### config.mk
export PLATFORM = sky130hd
export DESIGN_NAME = atacp_engine
export DESIGN_NICKNAME = d
export VERILOG_FILES = /design/src/verilog/atacp_pkg.sv /design/src/verilog/atacp_engine.sv
export SDC_FILE = /design/constraint.sdc
export NUM_CORES = 1
export LEC_CHECK = 0
export BUFFER_PORTS_ARGS = -buffer_cell sky130_fd_sc_hd__buf_2
export CAP_MARGIN = 5
export CORE_MARGIN = 10
export CORE_UTILIZATION = 62
export CTS_BUF_LIST = sky130_fd_sc_hd__clkbuf_4 sky130_fd_sc_hd__clkbuf_8 sky130_fd_sc_hd__clkbuf_16
export DETAILED_ROUTE_END_ITERATION = 16
export GPL_TIMING_DRIVEN = 1
export PLACE_DENSITY = 0.84
export SLEW_MARGIN = 20
export SYNTH_ARGS = -nofsm -noshare
export SYNTH_HDL_FRONTEND = slang
export SYNTH_SLANG_ARGS = --single-unit
### constraint.sdc
create_clock -name clk -period 9 [get_ports clk]
set_input_delay 0.45 -clock clk [delete_from_list [all_inputs] [get_ports clk]]
set_output_delay 0.45 -clock clk [all_outputs]
set_load 0.02 [all_outputs]
### src/verilog/atacp_pkg.sv
// Shared constants, types and helpers for the ATA command protocol engine
`default_nettype none
package atacp_pkg;
	localparam int CLK_PERIOD_NS = 4;
	localparam int SECTOR_WORDS = 256;
	localparam int UDMA_MODES = 6;
	// Least strobe period per Ultra DMA mode, ns
	localparam int UDMA_MIN_NS [UDMA_MODES] = '{120, 80, 60, 45, 30, 20};
	localparam logic [15:0] CRC_SEED = 16'h4ABA;
	localparam logic [15:0] CRC_POLY = 16'h1021;
	// ----------------------------------------------------------------
	// Register byte offsets
	// ----------------------------------------------------------------
	localparam logic [7:0] OFS_ACTION = 8'h00;
	localparam logic [7:0] OFS_CONFIG = 8'h04;
	localparam logic [7:0] OFS_STATUS = 8'h08;
	localparam logic [7:0] OFS_ERRADDR = 8'h0C;
	localparam logic [7:0] OFS_TXWORD = 8'h10;
	localparam logic [7:0] OFS_RXWORD = 8'h14;
	localparam logic [7:0] OFS_CRC = 8'h18;
	// ACTION bits, write-one pulses
	localparam int ACT_GRANT = 0;
	localparam int ACT_PROC = 1;
	localparam int ACT_DONE = 2;
	localparam int ACT_ABORT = 3;
	localparam int ACT_FAULT = 4;
	localparam int ACT_DMA = 5;
	localparam int ACT_CAUSE_LSB = 8;
	// CONFIG fields
	localparam int CFG_UDMA_EN = 0;
	localparam int CFG_MODE_LSB = 1;
	localparam int CFG_MULT_LSB = 8;
	localparam int CFG_CLASS_LSB = 16;
	localparam int CFG_DIR_IN = 18;
	localparam int CFG_MW_LSB = 20;
	// Power-up: Ultra DMA off, multiword DMA mode 2
	localparam logic [31:0] CFG_RESET = 32'h0020_0000;
	localparam int ERR_ABRT_BIT = 2;
	localparam logic [1:0] RESP_OKAY = 2'h0;
	localparam logic [1:0] RESP_SLVERR = 2'h2;
	// Host pin vector positions
	localparam int P_RST = 6;
	localparam int P_CMD = 5;
	localparam int P_DATA = 4;
	localparam int P_STAT = 3;
	localparam int P_DMACK = 2;
	localparam int P_STOP = 1;
	localparam int P_RDY = 0;
	localparam int PIN_W = 7;

	typedef enum logic [1:0] {CLS_NODATA = 2'b00, CLS_PIO = 2'b01, CLS_PIOMULT = 2'b10,
		CLS_DMA = 2'b11} atacp_class_t;
	typedef enum logic [2:0] {C_IDLE = 3'b000, C_BUSY = 3'b001, C_DRQ = 3'b010,
		C_PROC = 3'b011, C_DMA = 3'b100} atacp_cmd_t;
	typedef enum logic [2:0] {B_IDLE = 3'b000, B_REQ = 3'b001, B_XFER = 3'b010,
		B_TREQ = 3'b011, B_TACK = 3'b100} atacp_burst_t;

	function automatic int cyclesMin(input int ns);
		return (ns + CLK_PERIOD_NS - 1) / CLK_PERIOD_NS;
	endfunction

	// Bit-serial form of x^16+x^12+x^5+1, data bit 0 first
	function automatic logic [15:0] crcStep(input logic [15:0] c, input logic [15:0] d);
		logic [15:0] r;
		r = c;
		for (int i = 0; i < 16; i++)
		begin
			r = {r[14:0], 1'b0} ^ ((r[15] ^ d[i]) ? CRC_POLY : 16'h0000);
		end
		return r;
	endfunction
endpackage
`default_nettype wire

### src/verilog/atacp_engine.sv
// Device-side ATA command protocol engine with Ultra DMA bursts
// ----------------------------------------------------------------
// ----------------------------------------------------------------
//
// The AXI4-Lite slave port and the register offsets are this design's own decisions.
`timescale 1ns/1ns
`default_nettype none
module atacp_engine #(
	parameter int UDMA_NS [atacp_pkg::UDMA_MODES] = atacp_pkg::UDMA_MIN_NS
) (
	input wire logic clk, // 250 MHz core clock
	input wire logic sys_rst, // Synchronous reset
	input wire logic [7:0] s_axi_awaddr, // Write address
	input wire logic s_axi_awvalid, // Write address valid
	output logic s_axi_awready, // Write address ready
	input wire logic [31:0] s_axi_wdata, // Write data
	input wire logic [3:0] s_axi_wstrb, // Byte strobes
	input wire logic s_axi_wvalid, // Write data valid
	output logic s_axi_wready, // Write data ready
	output logic [1:0] s_axi_bresp, // Write response
	output logic s_axi_bvalid, // Write response valid
	input wire logic s_axi_bready, // Write response ready
	input wire logic [7:0] s_axi_araddr, // Read address
	input wire logic s_axi_arvalid, // Read address valid
	output logic s_axi_arready, // Read address ready
	output logic [31:0] s_axi_rdata, // Read data
	output logic [1:0] s_axi_rresp, // Read response
	output logic s_axi_rvalid, // Read data valid
	input wire logic s_axi_rready, // Read data ready
	input wire logic hReset, // Host hard or soft reset
	input wire logic hCmdWr, // Host command register write
	input wire logic hDataWr, // Host data register write
	input wire logic hStatRd, // Host status register read
	input wire logic [15:0] ddIn, // Data bus from host
	input wire logic dmackN, // DMA acknowledge, low active
	input wire logic hStop, // Host STOP
	input wire logic hRdyStb, // HDMARDY- or HSTROBE
	output logic [15:0] ddOut, // Data bus to host
	output logic ddOe, // Data bus drive enable
	output logic dmarq, // DMA request
	output logic dRdyStb, // DDMARDY- or DSTROBE
	output logic intrq, // Interrupt request
	output logic bsy, // Status busy
	output logic drq, // Status data request
	output logic err, // Status error
	output logic [7:0] errReg, // Error register
	output logic [7:0] opcode, // Latched command code
	output logic [27:0] errAddr, // Failing sector address
	output logic errAddrLoad // Pulse: load errAddr
);
	// ----------------------------------------------------------------
	// Mode periods and parameter check
	// ----------------------------------------------------------------
	logic [7:0] modeCyc [atacp_pkg::UDMA_MODES];
	for (genvar g = 0; g < atacp_pkg::UDMA_MODES; g++)
	begin : gMode
		if (atacp_pkg::cyclesMin(UDMA_NS[g]) > 255)
		begin : gBad
			$error("Ultra DMA period too long for the gap counter");
		end
		assign modeCyc[g] = 8'(atacp_pkg::cyclesMin(UDMA_NS[g]));
	end

	// ----------------------------------------------------------------
	// Pin synchronisers
	// ----------------------------------------------------------------
	logic [atacp_pkg::PIN_W-1:0] pinA, pinS, pinD;
	logic [15:0] ddA, ddS;
	always_ff @(posedge clk)
	begin
		pinA <= {hReset, hCmdWr, hDataWr, hStatRd, dmackN, hStop, hRdyStb};
		pinS <= pinA;
		pinD <= pinS;
		ddA <= ddIn;
		ddS <= ddA;
	end
	logic cmdEdge, dataEdge, statEdge, stbEdge, dmackOn, stopOn, rdyOn, hostRst;
	assign cmdEdge = pinS[atacp_pkg::P_CMD] & ~pinD[atacp_pkg::P_CMD];
	assign dataEdge = pinS[atacp_pkg::P_DATA] & ~pinD[atacp_pkg::P_DATA];
	assign statEdge = pinS[atacp_pkg::P_STAT] & ~pinD[atacp_pkg::P_STAT];
	assign stbEdge = pinS[atacp_pkg::P_RDY] ^ pinD[atacp_pkg::P_RDY];
	assign dmackOn = ~pinS[atacp_pkg::P_DMACK];
	assign stopOn = pinS[atacp_pkg::P_STOP];
	assign rdyOn = ~pinS[atacp_pkg::P_RDY];
	assign hostRst = pinS[atacp_pkg::P_RST];

	// ----------------------------------------------------------------
	// State
	// ----------------------------------------------------------------
	atacp_pkg::atacp_cmd_t cmdSt, next_cmdSt;
	atacp_pkg::atacp_burst_t bst, next_bst;
	logic [31:0] cfg, next_cfg, next_rdata;
	logic [15:0] wordCnt, next_wordCnt, crc, next_crc, hostCrc, next_hostCrc;
	logic [15:0] txWord, next_txWord, rxWord, next_rxWord, next_ddOut;
	logic [8:0] burstCnt, next_burstCnt;
	logic [7:0] gapCnt, next_gapCnt, next_errReg, next_opcode;
	logic [27:0] next_errAddr;
	logic [1:0] next_bresp, next_rresp;
	logic txValid, next_txValid, rxValid, next_rxValid, pend, next_pend;
	logic crcErr, next_crcErr, next_ddOe, next_dmarq, next_dRdyStb, next_intrq;
	logic next_bsy, next_drq, next_err, next_errAddrLoad;
	logic next_awready, next_bvalid, next_arready, next_rvalid;

	// Decoded fields and strobes
	logic [31:0] wMask, wd, act, rdWord;
	logic [7:0] wA, rA, mult, period;
	logic [2:0] modeRaw, modeSel;
	logic [15:0] blockWords;
	logic wrTake, rdTake, rdHit, udmaEn, dirIn, setIntr, finish, rxTake;
	atacp_pkg::atacp_class_t cls;

	assign udmaEn = cfg[atacp_pkg::CFG_UDMA_EN];
	assign modeRaw = cfg[atacp_pkg::CFG_MODE_LSB +: 3];
	assign modeSel = (modeRaw > 3'(atacp_pkg::UDMA_MODES - 1)) ?
		3'(atacp_pkg::UDMA_MODES - 1) : modeRaw;
	assign period = modeCyc[modeSel];
	assign mult = cfg[atacp_pkg::CFG_MULT_LSB +: 8];
	assign cls = atacp_pkg::atacp_class_t'(cfg[atacp_pkg::CFG_CLASS_LSB +: 2]);
	assign dirIn = cfg[atacp_pkg::CFG_DIR_IN];
	// Zero multiple count falls back to one sector
	assign blockWords = (cls == atacp_pkg::CLS_PIOMULT && mult != 8'h00) ?
		16'(mult * atacp_pkg::SECTOR_WORDS) : 16'(atacp_pkg::SECTOR_WORDS);
	assign wrTake = s_axi_awready;
	assign rdTake = s_axi_arready;
	assign wA = {s_axi_awaddr[7:2], 2'b00};
	assign rA = {s_axi_araddr[7:2], 2'b00};
	assign wMask = {{8{s_axi_wstrb[3]}}, {8{s_axi_wstrb[2]}}, {8{s_axi_wstrb[1]}},
		{8{s_axi_wstrb[0]}}};
	assign wd = s_axi_wdata & wMask;
	assign act = (wrTake && wA == atacp_pkg::OFS_ACTION) ? wd : 32'h0000_0000;
	// Late edges after the request drops or STOP rises are ignored
	assign rxTake = stbEdge && !dirIn && dmarq && !stopOn &&
		(bst == atacp_pkg::B_XFER || bst == atacp_pkg::B_TREQ);

	// ----------------------------------------------------------------
	// Register bus
	// ----------------------------------------------------------------
	always_comb
	begin
		next_awready = s_axi_awvalid && s_axi_wvalid && !s_axi_awready && !s_axi_bvalid;
		next_arready = s_axi_arvalid && !s_axi_arready && !s_axi_rvalid;
		next_bvalid = wrTake || (s_axi_bvalid && !s_axi_bready);
		next_rvalid = rdTake || (s_axi_rvalid && !s_axi_rready);
		next_bresp = s_axi_bresp;
		next_rresp = s_axi_rresp;
		next_rdata = s_axi_rdata;
		next_cfg = cfg;
		next_errAddr = errAddr;
		rdHit = 1'b1;
		rdWord = 32'h0000_0000;
		if (rA == atacp_pkg::OFS_CONFIG)
			rdWord = cfg;
		else if (rA == atacp_pkg::OFS_STATUS)
			rdWord = {opcode, errReg, 3'h0, crcErr, intrq, err, drq, bsy, 1'b0, bst, 1'b0, cmdSt};
		else if (rA == atacp_pkg::OFS_ERRADDR)
			rdWord = {4'h0, errAddr};
		else if (rA == atacp_pkg::OFS_TXWORD)
			rdWord = {15'h0000, txValid, txWord};
		else if (rA == atacp_pkg::OFS_RXWORD)
			rdWord = {15'h0000, rxValid, rxWord};
		else if (rA == atacp_pkg::OFS_CRC)
			rdWord = {hostCrc, crc};
		else if (rA != atacp_pkg::OFS_ACTION)
			rdHit = 1'b0;
		if (rdTake)
		begin
			next_rdata = rdWord;
			next_rresp = rdHit ? atacp_pkg::RESP_OKAY : atacp_pkg::RESP_SLVERR;
		end
		if (wrTake)
		begin
			next_bresp = atacp_pkg::RESP_OKAY;
			if (wA == atacp_pkg::OFS_CONFIG)
				next_cfg = (cfg & ~wMask) | wd;
			else if (wA == atacp_pkg::OFS_ERRADDR)
				next_errAddr = 28'((errAddr & ~wMask[27:0]) | wd[27:0]);
			else if (wA != atacp_pkg::OFS_ACTION && wA != atacp_pkg::OFS_TXWORD)
				next_bresp = atacp_pkg::RESP_SLVERR;
		end
	end

	// ----------------------------------------------------------------
	// Command protocol and burst engine
	// ----------------------------------------------------------------
	always_comb
	begin
		next_cmdSt = cmdSt;
		next_bsy = bsy;
		next_drq = drq;
		next_err = err;
		next_errReg = errReg;
		next_opcode = opcode;
		next_wordCnt = wordCnt;
		next_crcErr = crcErr;
		next_errAddrLoad = 1'b0;
		next_intrq = intrq;
		setIntr = 1'b0;
		finish = 1'b0;
		if (statEdge || cmdEdge)
			next_intrq = 1'b0;
		case (cmdSt)
			atacp_pkg::C_IDLE:
				if (cmdEdge)
				begin
					// Parameters are already in place when the opcode lands
					next_opcode = ddS[7:0];
					next_bsy = 1'b1;
					next_drq = 1'b0;
					next_err = 1'b0;
					next_errReg = 8'h00;
					next_crcErr = 1'b0;
					next_cmdSt = atacp_pkg::C_BUSY;
				end
			atacp_pkg::C_BUSY:
				if (act[atacp_pkg::ACT_GRANT] && (cls == atacp_pkg::CLS_PIO ||
					cls == atacp_pkg::CLS_PIOMULT))
				begin
					next_drq = 1'b1;
					next_bsy = 1'b0;
					next_wordCnt = 16'h0000;
					next_cmdSt = atacp_pkg::C_DRQ;
				end
				else if (act[atacp_pkg::ACT_DMA] && cls == atacp_pkg::CLS_DMA && udmaEn)
					next_cmdSt = atacp_pkg::C_DMA;
			atacp_pkg::C_DRQ:
				if (dataEdge)
				begin
					next_wordCnt = 16'(wordCnt + 16'h0001);
					if (wordCnt == 16'(blockWords - 16'h0001))
					begin
						next_drq = 1'b0;
						next_bsy = 1'b1;
						next_cmdSt = atacp_pkg::C_PROC;
					end
				end
			atacp_pkg::C_PROC:
				if (act[atacp_pkg::ACT_PROC])
				begin
					next_drq = 1'b1;
					next_bsy = 1'b0;
					setIntr = 1'b1;
					next_wordCnt = 16'h0000;
					next_cmdSt = atacp_pkg::C_DRQ;
				end
			default:
				;
		endcase
		if (rxTake || (pend && gapCnt == 8'h00 && bst == atacp_pkg::B_XFER))
			next_wordCnt = 16'(wordCnt + 16'h0001);
		if (bst == atacp_pkg::B_TACK && !dmackOn && ddS != crc)
			next_crcErr = 1'b1;
		if (cmdSt != atacp_pkg::C_IDLE)
		begin
			if (act[atacp_pkg::ACT_ABORT])
			begin
				next_bsy = 1'b0;
				next_drq = 1'b0;
				next_err = 1'b1;
				next_errReg = 8'h00;
				next_errReg[atacp_pkg::ERR_ABRT_BIT] = 1'b1;
				setIntr = 1'b1;
				next_cmdSt = atacp_pkg::C_IDLE;
			end
			else if (act[atacp_pkg::ACT_FAULT])
			begin
				next_drq = 1'b1;
				next_bsy = 1'b0;
				next_err = 1'b1;
				next_errReg = act[atacp_pkg::ACT_CAUSE_LSB +: 8];
				next_errAddrLoad = 1'b1;
				setIntr = 1'b1;
				next_wordCnt = 16'h0000;
				next_cmdSt = atacp_pkg::C_DRQ;
			end
			else if (act[atacp_pkg::ACT_DONE])
				finish = 1'b1;
		end
		if (finish)
		begin
			// Only interrupt of a DMA command besides abort and fault; CRC errors surface here
			next_bsy = 1'b0;
			next_drq = 1'b0;
			next_err = err || crcErr;
			setIntr = 1'b1;
			next_cmdSt = atacp_pkg::C_IDLE;
		end
		if (setIntr)
			next_intrq = 1'b1;
		if (hostRst)
		begin
			next_bsy = 1'b0;
			next_drq = 1'b0;
			next_intrq = 1'b0;
			next_cmdSt = atacp_pkg::C_IDLE;
		end
	end

	always_comb
	begin
		next_bst = bst;
		next_dmarq = dmarq;
		next_dRdyStb = dRdyStb;
		next_ddOe = ddOe;
		next_ddOut = ddOut;
		next_crc = crc;
		next_hostCrc = hostCrc;
		next_burstCnt = burstCnt;
		next_gapCnt = (gapCnt != 8'h00) ? 8'(gapCnt - 8'h01) : gapCnt;
		next_pend = pend;
		next_txWord = txWord;
		next_txValid = txValid;
		next_rxWord = rxWord;
		next_rxValid = rxValid;
		if (rdTake && rA == atacp_pkg::OFS_RXWORD)
			next_rxValid = 1'b0;
		case (bst)
			atacp_pkg::B_IDLE:
				// Bursts start only on request, never on bare acknowledge
				if (act[atacp_pkg::ACT_DMA] && udmaEn && cls == atacp_pkg::CLS_DMA &&
					(cmdSt == atacp_pkg::C_BUSY || cmdSt == atacp_pkg::C_DMA))
				begin
					next_dmarq = 1'b1;
					next_dRdyStb = 1'b1;
					next_bst = atacp_pkg::B_REQ;
				end
			atacp_pkg::B_REQ:
				if (dmackOn && !stopOn)
				begin
					next_crc = atacp_pkg::CRC_SEED;
					next_burstCnt = 9'h000;
					next_pend = 1'b0;
					next_gapCnt = 8'h00;
					next_dRdyStb = dirIn;
					next_bst = atacp_pkg::B_XFER;
				end
			atacp_pkg::B_XFER:
				if (stopOn)
				begin
					next_dmarq = 1'b0;
					next_bst = atacp_pkg::B_TACK;
				end
				else if (dirIn)
				begin
					if (!ddOe && rdyOn)
						next_ddOe = 1'b1;
					if (ddOe && pend && gapCnt == 8'h00)
					begin
						next_dRdyStb = ~dRdyStb;
						next_crc = atacp_pkg::crcStep(crc, ddOut);
						next_burstCnt = 9'(burstCnt + 9'h001);
						next_pend = 1'b0;
						next_gapCnt = 8'(period - 8'h01);
					end
					// Host ready high withholds new words: a pause
					else if (ddOe && !pend && txValid && rdyOn)
					begin
						next_ddOut = txWord;
						next_txValid = 1'b0;
						next_pend = 1'b1;
					end
					else if (!pend && burstCnt == 9'(atacp_pkg::SECTOR_WORDS))
						next_bst = atacp_pkg::B_TREQ;
				end
				else if (burstCnt == 9'(atacp_pkg::SECTOR_WORDS))
				begin
					next_dRdyStb = 1'b1;
					next_bst = atacp_pkg::B_TREQ;
				end
			atacp_pkg::B_TREQ:
				if (dmarq)
					next_dmarq = 1'b0;
				else if (stopOn)
					next_bst = atacp_pkg::B_TACK;
			atacp_pkg::B_TACK:
			begin
				// Return edge carries no data and no CRC update
				next_dRdyStb = 1'b1;
				next_ddOe = 1'b0;
				next_pend = 1'b0;
				if (!dmackOn)
				begin
					next_hostCrc = ddS;
					next_bst = atacp_pkg::B_IDLE;
				end
			end
			default:
				next_bst = atacp_pkg::B_IDLE;
		endcase
		if (rxTake)
		begin
			next_rxWord = ddS;
			next_rxValid = 1'b1;
			next_crc = atacp_pkg::crcStep(crc, ddS);
			next_burstCnt = 9'(burstCnt + 9'h001);
		end
		if (wrTake && wA == atacp_pkg::OFS_TXWORD)
		begin
			next_txWord = wd[15:0];
			next_txValid = 1'b1;
		end
		if (hostRst)
		begin
			next_dmarq = 1'b0;
			next_ddOe = 1'b0;
			next_dRdyStb = 1'b1;
			next_pend = 1'b0;
			next_bst = atacp_pkg::B_IDLE;
		end
	end

	always_ff @(posedge clk)
	begin
		if (sys_rst)
		begin
			s_axi_awready <= 1'b0;
			s_axi_wready <= 1'b0;
			s_axi_bvalid <= 1'b0;
			s_axi_bresp <= atacp_pkg::RESP_OKAY;
			s_axi_arready <= 1'b0;
			s_axi_rvalid <= 1'b0;
			s_axi_rresp <= atacp_pkg::RESP_OKAY;
			s_axi_rdata <= 32'h0000_0000;
			cfg <= atacp_pkg::CFG_RESET;
			errAddr <= 28'h000_0000;
			cmdSt <= atacp_pkg::C_IDLE;
			bst <= atacp_pkg::B_IDLE;
			bsy <= 1'b0;
			drq <= 1'b0;
			err <= 1'b0;
			errReg <= 8'h00;
			opcode <= 8'h00;
			intrq <= 1'b0;
			errAddrLoad <= 1'b0;
			wordCnt <= 16'h0000;
			crcErr <= 1'b0;
			dmarq <= 1'b0;
			dRdyStb <= 1'b1;
			ddOe <= 1'b0;
			ddOut <= 16'h0000;
			crc <= atacp_pkg::CRC_SEED;
			hostCrc <= 16'h0000;
			burstCnt <= 9'h000;
			gapCnt <= 8'h00;
			pend <= 1'b0;
			txWord <= 16'h0000;
			txValid <= 1'b0;
			rxWord <= 16'h0000;
			rxValid <= 1'b0;
		end
		else
		begin
			s_axi_awready <= next_awready;
			s_axi_wready <= next_awready;
			s_axi_bvalid <= next_bvalid;
			s_axi_bresp <= next_bresp;
			s_axi_arready <= next_arready;
			s_axi_rvalid <= next_rvalid;
			s_axi_rresp <= next_rresp;
			s_axi_rdata <= next_rdata;
			cfg <= next_cfg;
			errAddr <= next_errAddr;
			cmdSt <= next_cmdSt;
			bst <= next_bst;
			bsy <= next_bsy;
			drq <= next_drq;
			err <= next_err;
			errReg <= next_errReg;
			opcode <= next_opcode;
			intrq <= next_intrq;
			errAddrLoad <= next_errAddrLoad;
			wordCnt <= next_wordCnt;
			crcErr <= next_crcErr;
			dmarq <= next_dmarq;
			dRdyStb <= next_dRdyStb;
			ddOe <= next_ddOe;
			ddOut <= next_ddOut;
			crc <= next_crc;
			hostCrc <= next_hostCrc;
			burstCnt <= next_burstCnt;
			gapCnt <= next_gapCnt;
			pend <= next_pend;
			txWord <= next_txWord;
			txValid <= next_txValid;
			rxWord <= next_rxWord;
			rxValid <= next_rxValid;
		end
	end

	// ----------------------------------------------------------------
	// Checks
	// ----------------------------------------------------------------
	AST_SECTOR_FULL: assert property (@(posedge clk) disable iff (sys_rst)
		(cmdSt == atacp_pkg::C_DRQ && dataEdge && !hostRst && act == 32'h0000_0000 &&
		wordCnt == 16'(blockWords - 16'h0001)) |=> (bsy && !drq))
		else $error("Full sector did not raise busy");
	AST_PROC_DONE: assert property (@(posedge clk) disable iff (sys_rst)
		(cmdSt == atacp_pkg::C_PROC && act[atacp_pkg::ACT_PROC] && !hostRst &&
		act[4:2] == 3'h0) |=> (drq && !bsy && intrq))
		else $error("Sector processing end not signalled");
	AST_INTR_CLEAR: assert property (@(posedge clk) disable iff (sys_rst)
		(statEdge && !setIntr) |=> !intrq)
		else $error("Status read left interrupt pending");
	AST_ABORT: assert property (@(posedge clk) disable iff (sys_rst)
		(act[atacp_pkg::ACT_ABORT] && cmdSt != atacp_pkg::C_IDLE && !hostRst) |=>
		(!bsy && err && errReg[atacp_pkg::ERR_ABRT_BIT] && intrq && cmdSt == atacp_pkg::C_IDLE))
		else $error("Abort did not end the command");
	AST_FAULT: assert property (@(posedge clk) disable iff (sys_rst)
		(act[atacp_pkg::ACT_FAULT] && !act[atacp_pkg::ACT_ABORT] && !hostRst &&
		cmdSt != atacp_pkg::C_IDLE) |=> (drq && err && errAddrLoad && intrq &&
		errReg == $past(act[atacp_pkg::ACT_CAUSE_LSB +: 8])))
		else $error("Write fault not reported");
	AST_NODATA: assert property (@(posedge clk) disable iff (sys_rst)
		(cls == atacp_pkg::CLS_NODATA && $rose(bsy)) |-> !drq [*2])
		else $error("Non-data command raised data request");
	AST_DMA_ONE_INT: assert property (@(posedge clk) disable iff (sys_rst)
		(cmdSt == atacp_pkg::C_DMA && !intrq && act[4:2] == 3'h0) |=> !intrq)
		else $error("Interrupt inside a DMA command");
	AST_DMARQ_CAUSE: assert property (@(posedge clk) disable iff (sys_rst)
		$rose(dmarq) |-> ($past(act[atacp_pkg::ACT_DMA]) && udmaEn))
		else $error("DMA request without readiness");
	AST_DRIVE_DD: assert property (@(posedge clk) disable iff (sys_rst)
		$rose(ddOe) |-> $past(dmackOn && rdyOn && !stopOn && dirIn))
		else $error("Data bus driven before host ready");
	AST_TERM_ACK: assert property (@(posedge clk) disable iff (sys_rst)
		(bst == atacp_pkg::B_XFER && stopOn && dmarq && !hostRst) |=>
		(!dmarq && bst == atacp_pkg::B_TACK))
		else $error("Host stop not acknowledged");
	AST_GAP: assert property (@(posedge clk) disable iff (sys_rst)
		(dirIn && bst == atacp_pkg::B_XFER && $changed(dRdyStb) && !hostRst) |=>
		!$changed(dRdyStb))
		else $error("Strobe edges too close");
endmodule
`default_nettype wire

==> run metrics <==
Vias/cell 6.17; HPWL Detailed about 29,000 um; dpl ws between 5 and 6 ns; # rows 54; post-CTS sizing 0; core box area 21,700 um2; kind of critical path reg -> reg; nets 1,864; status finished clean; Final min period ~3.9 ns; Starting DRT DRC Count approximately 1,500; layout cells sized above 1 approximately 15%; number of unique standard cell types used by synthesis 74; port bufs roughly 180; final hold vios 0; leakage about 6.0 nW; PwrDens approximately 190 nW/um2; sequential area share after synthesis approximately 44%; Placed Cells roughly 2,000; WP data arrival 4.29 ns; min-delay src s_axi_wvalid; final setup margin between 5 and 6 ns; I/O Pins around 190; final cell count without fillers around 2,100; Rel. slew slack between 20% and 30%; first-pass GRT wire length 65,400 um; initial antenna violation count 1; Crit path required time 9.43 ns; Clock Tree Buf Depth 3; routed wl met2 between 15,000 and 20,000 um; final core occ a little over 70%; vias in the first global route between 10,000 and 15,000; ys flop type dfxtp_1; mapped cell area 13,500 um2; YS warnings 0; Worst Hold Path Cells 3; top sig layer met4; first-pass detailed-route iteration total 5; final setup vio count 0; routability cong. around 0.95; slowest cell on the critical path o41ai_1; Cells after Synth roughly 1,700; Routed Antenna Nets 0; gr usage total between 20 and 30%; Met1 Routed Length around 16,000 um; total global routing overflow 0; DRC errors left 0; register bit total from synthesis just under 300; Max-Cap Viols 0; Worst setup SP type flip-flop; die area roughly 28,000 um2; Crit. End Element flip-flop; Placed Area ~14,000 um2; DR vias around 13,000; RSZ-0062 raised after global routing false; Sum Neg Setup Slack 0 ns; worst reg2reg path depth 11; Setup Fix Bufs, Post-CTS 0; Max Freq between 200 and 300 MHz; peak supply drop between 0.15 and 0.2 mV; Clock Skews 0.0208 ns; final wirelength roughly 42,000 um; CTS clk-pin slew, worst paths approximately 0.06 ns; HP Class in -> reg; Slew Viols, Final 0; Avg Synthesized Cell Area just over 8 um2; critical path, cell by cell or4_1, o41ai_1, nor2_1, ha_1, xor2_1, mux2i_1, a2bb2oi_1, o31a_1, nor4_1, nand3b_1, a221oi_1; worst slew pin tran between 1 and 1.5 ns; met3 wire len between 4000 and 5000 um; cell area after layout approximately 16,000 um2; number of synthesized flops with an enable pin 0; CTS Root Cell clkbuf_16; DR WL/cell around 20 um; Initial Util 62.5%; setup slack, reg-to-reg a little over 5 ns; CTS tree done; FFs w/ async S/R, synth 0%; clk_lat worst skew between 0.5 and 0.6 ns; horizontal die dimension around 170 um; Crit Path Max Fanout 12; pin count of the biggest net entering global routing between 100 and 150; period utilization between 40 and 50%; synth-to-layout area growth 15.8%; CTS sink count between 200 and 300; CTS Hold Bufs 23; critical path's largest stage delay ~0.64 ns; Max H-tree Level 1; Die H around 170 um; number of buffers created by CTS 30
cell usage after synthesis (4+ instances only):
| library cell | count | share of area [%] |
|---|---|---|
| o22ai_1 | 9 | 0.42 |
| ha_1 | 8 | 0.74 |
| inv_1 | 21 | 0.58 |
| a211o_1 | 6 | 0.39 |
| and2_1 | 6 | 0.28 |
| nand2_1 | 245 | 6.8 |
| nand4_1 | 15 | 0.69 |
| o221ai_1 | 8 | 0.52 |
| o21ai_1 | 4 | 0.15 |
| a21oi_1 | 212 | 7.8 |
| nor4_1 | 9 | 0.42 |
| xnor3_1 | 5 | 0.83 |
| nor2b_1 | 15 | 0.69 |
| mux2i_1 | 36 | 2.7 |
| buf_4 | 4 | 0.22 |
| a311oi_1 | 10 | 0.65 |
| or4_1 | 5 | 0.28 |
| or2_2 | 4 | 0.18 |
| nor2_1 | 149 | 4.1 |
| clkbuf_1 | 106 | 2.9 |
| a211oi_1 | 31 | 1.7 |
| and3_1 | 10 | 0.46 |
| xor2_1 | 41 | 2.7 |
| a22oi_1 | 6 | 0.33 |
| a221oi_1 | 15 | 0.97 |
| nand2b_1 | 12 | 0.55 |
| nor3_1 | 24 | 0.89 |
| a31oi_1 | 11 | 0.51 |
| nand3b_1 | 6 | 0.33 |
| xnor2_1 | 96 | 6.2 |
| dfxtp_1 | 295 | 44 |
| o21ai_0 | 59 | 2.2 |
| buf_1 | 9 | 0.25 |
| or3_1 | 7 | 0.32 |
| nand3_1 | 91 | 3.4 |
layer usage:
| layer | vias to the layer above | track usage, % |
|---|---|---|
| li1 | 5976 | - |
| met4 | 0 | 12.1 |
| met5 | - | 0 |
| met1 | 5931 | 35.4 |
| met3 | 136 | 5.91 |
| met2 | 773 | 44.7 |
cell families after synthesis:
kind of cell,count (synthesis),synth area share (%)
fa+ha+maj,8,0.739
other cells,1,0.0277
mux,36,2.66
simple gates,618,20.8
buf+inv,150,4.62
flops,295,43.6
compound gates,403,17.9
xor+xnor,142,9.69
area by class of cell:
class / count / area [um2]
Antenna cell: 1 / 2.50
Clock inverter: 19 / 234
Clock buffer: 36 / 821
Sequential cell: 295 / 5910
Multi-Input combinational cell: 1209 / 7050
Inverter: 22 / 82.6
Tap cell: 280 / 350
Timing Repair Buffer: 216 / 1240
Fill cell: 1679 / 6000
per-stage QoR:
stage | power, mW | hold WS (ns)
2_1_floorplan | 1.61 | 0.310
4_1_cts | 3.01 | 0.102
6_report | 3.00 | 0.111
3_3_place_gp | 1.69 | 0.311
5_1_grt | 3.10 | 0.109
3_5_place_dp | 1.70 | 0.312
worst paths after layout:
| path | to |
|---|---|
| worst min register to register | ddS[10] |
| worst max register to register | drq |
| worst min-delay path | s_axi_wready |
| worst max-delay path | drq |
power by group:
group | internal [mW] | switching, mW
Sequential | 1.34 | 0.0398
Clock | 0.791 | 0.527
Combinational | 0.123 | 0.178
Total | 2.26 | 0.745
cells in the final DEF, fill, tap and decap left out, drive strengths merged, types with 17 or more instances in the layout:
cell / n
nor2: 151
dlygate4sd3: 23
xor2: 41
buf: 193
nor3: 24
a221oi: 17
dfxtp: 295
o21ai: 63
a21oi: 212
xnor2: 96
mux2i: 36
a211oi: 32
nand3: 91
clkbuf: 36
nand2: 245
inv: 21
critical path, delay by kind of cell (launching register included):
family | cells | cell delay, ns
multiplexers | 1 | 0.23
XOR/XNOR | 1 | 0.34
adder cells (fa/ha/maj) | 1 | 0.31
flip-flops | 1 | 0.42
AO/OA/AOI/OAI | 4 | 1.07
AND/OR/NAND/NOR | 4 | 1.36
Power figures use the tool's default switching activity.
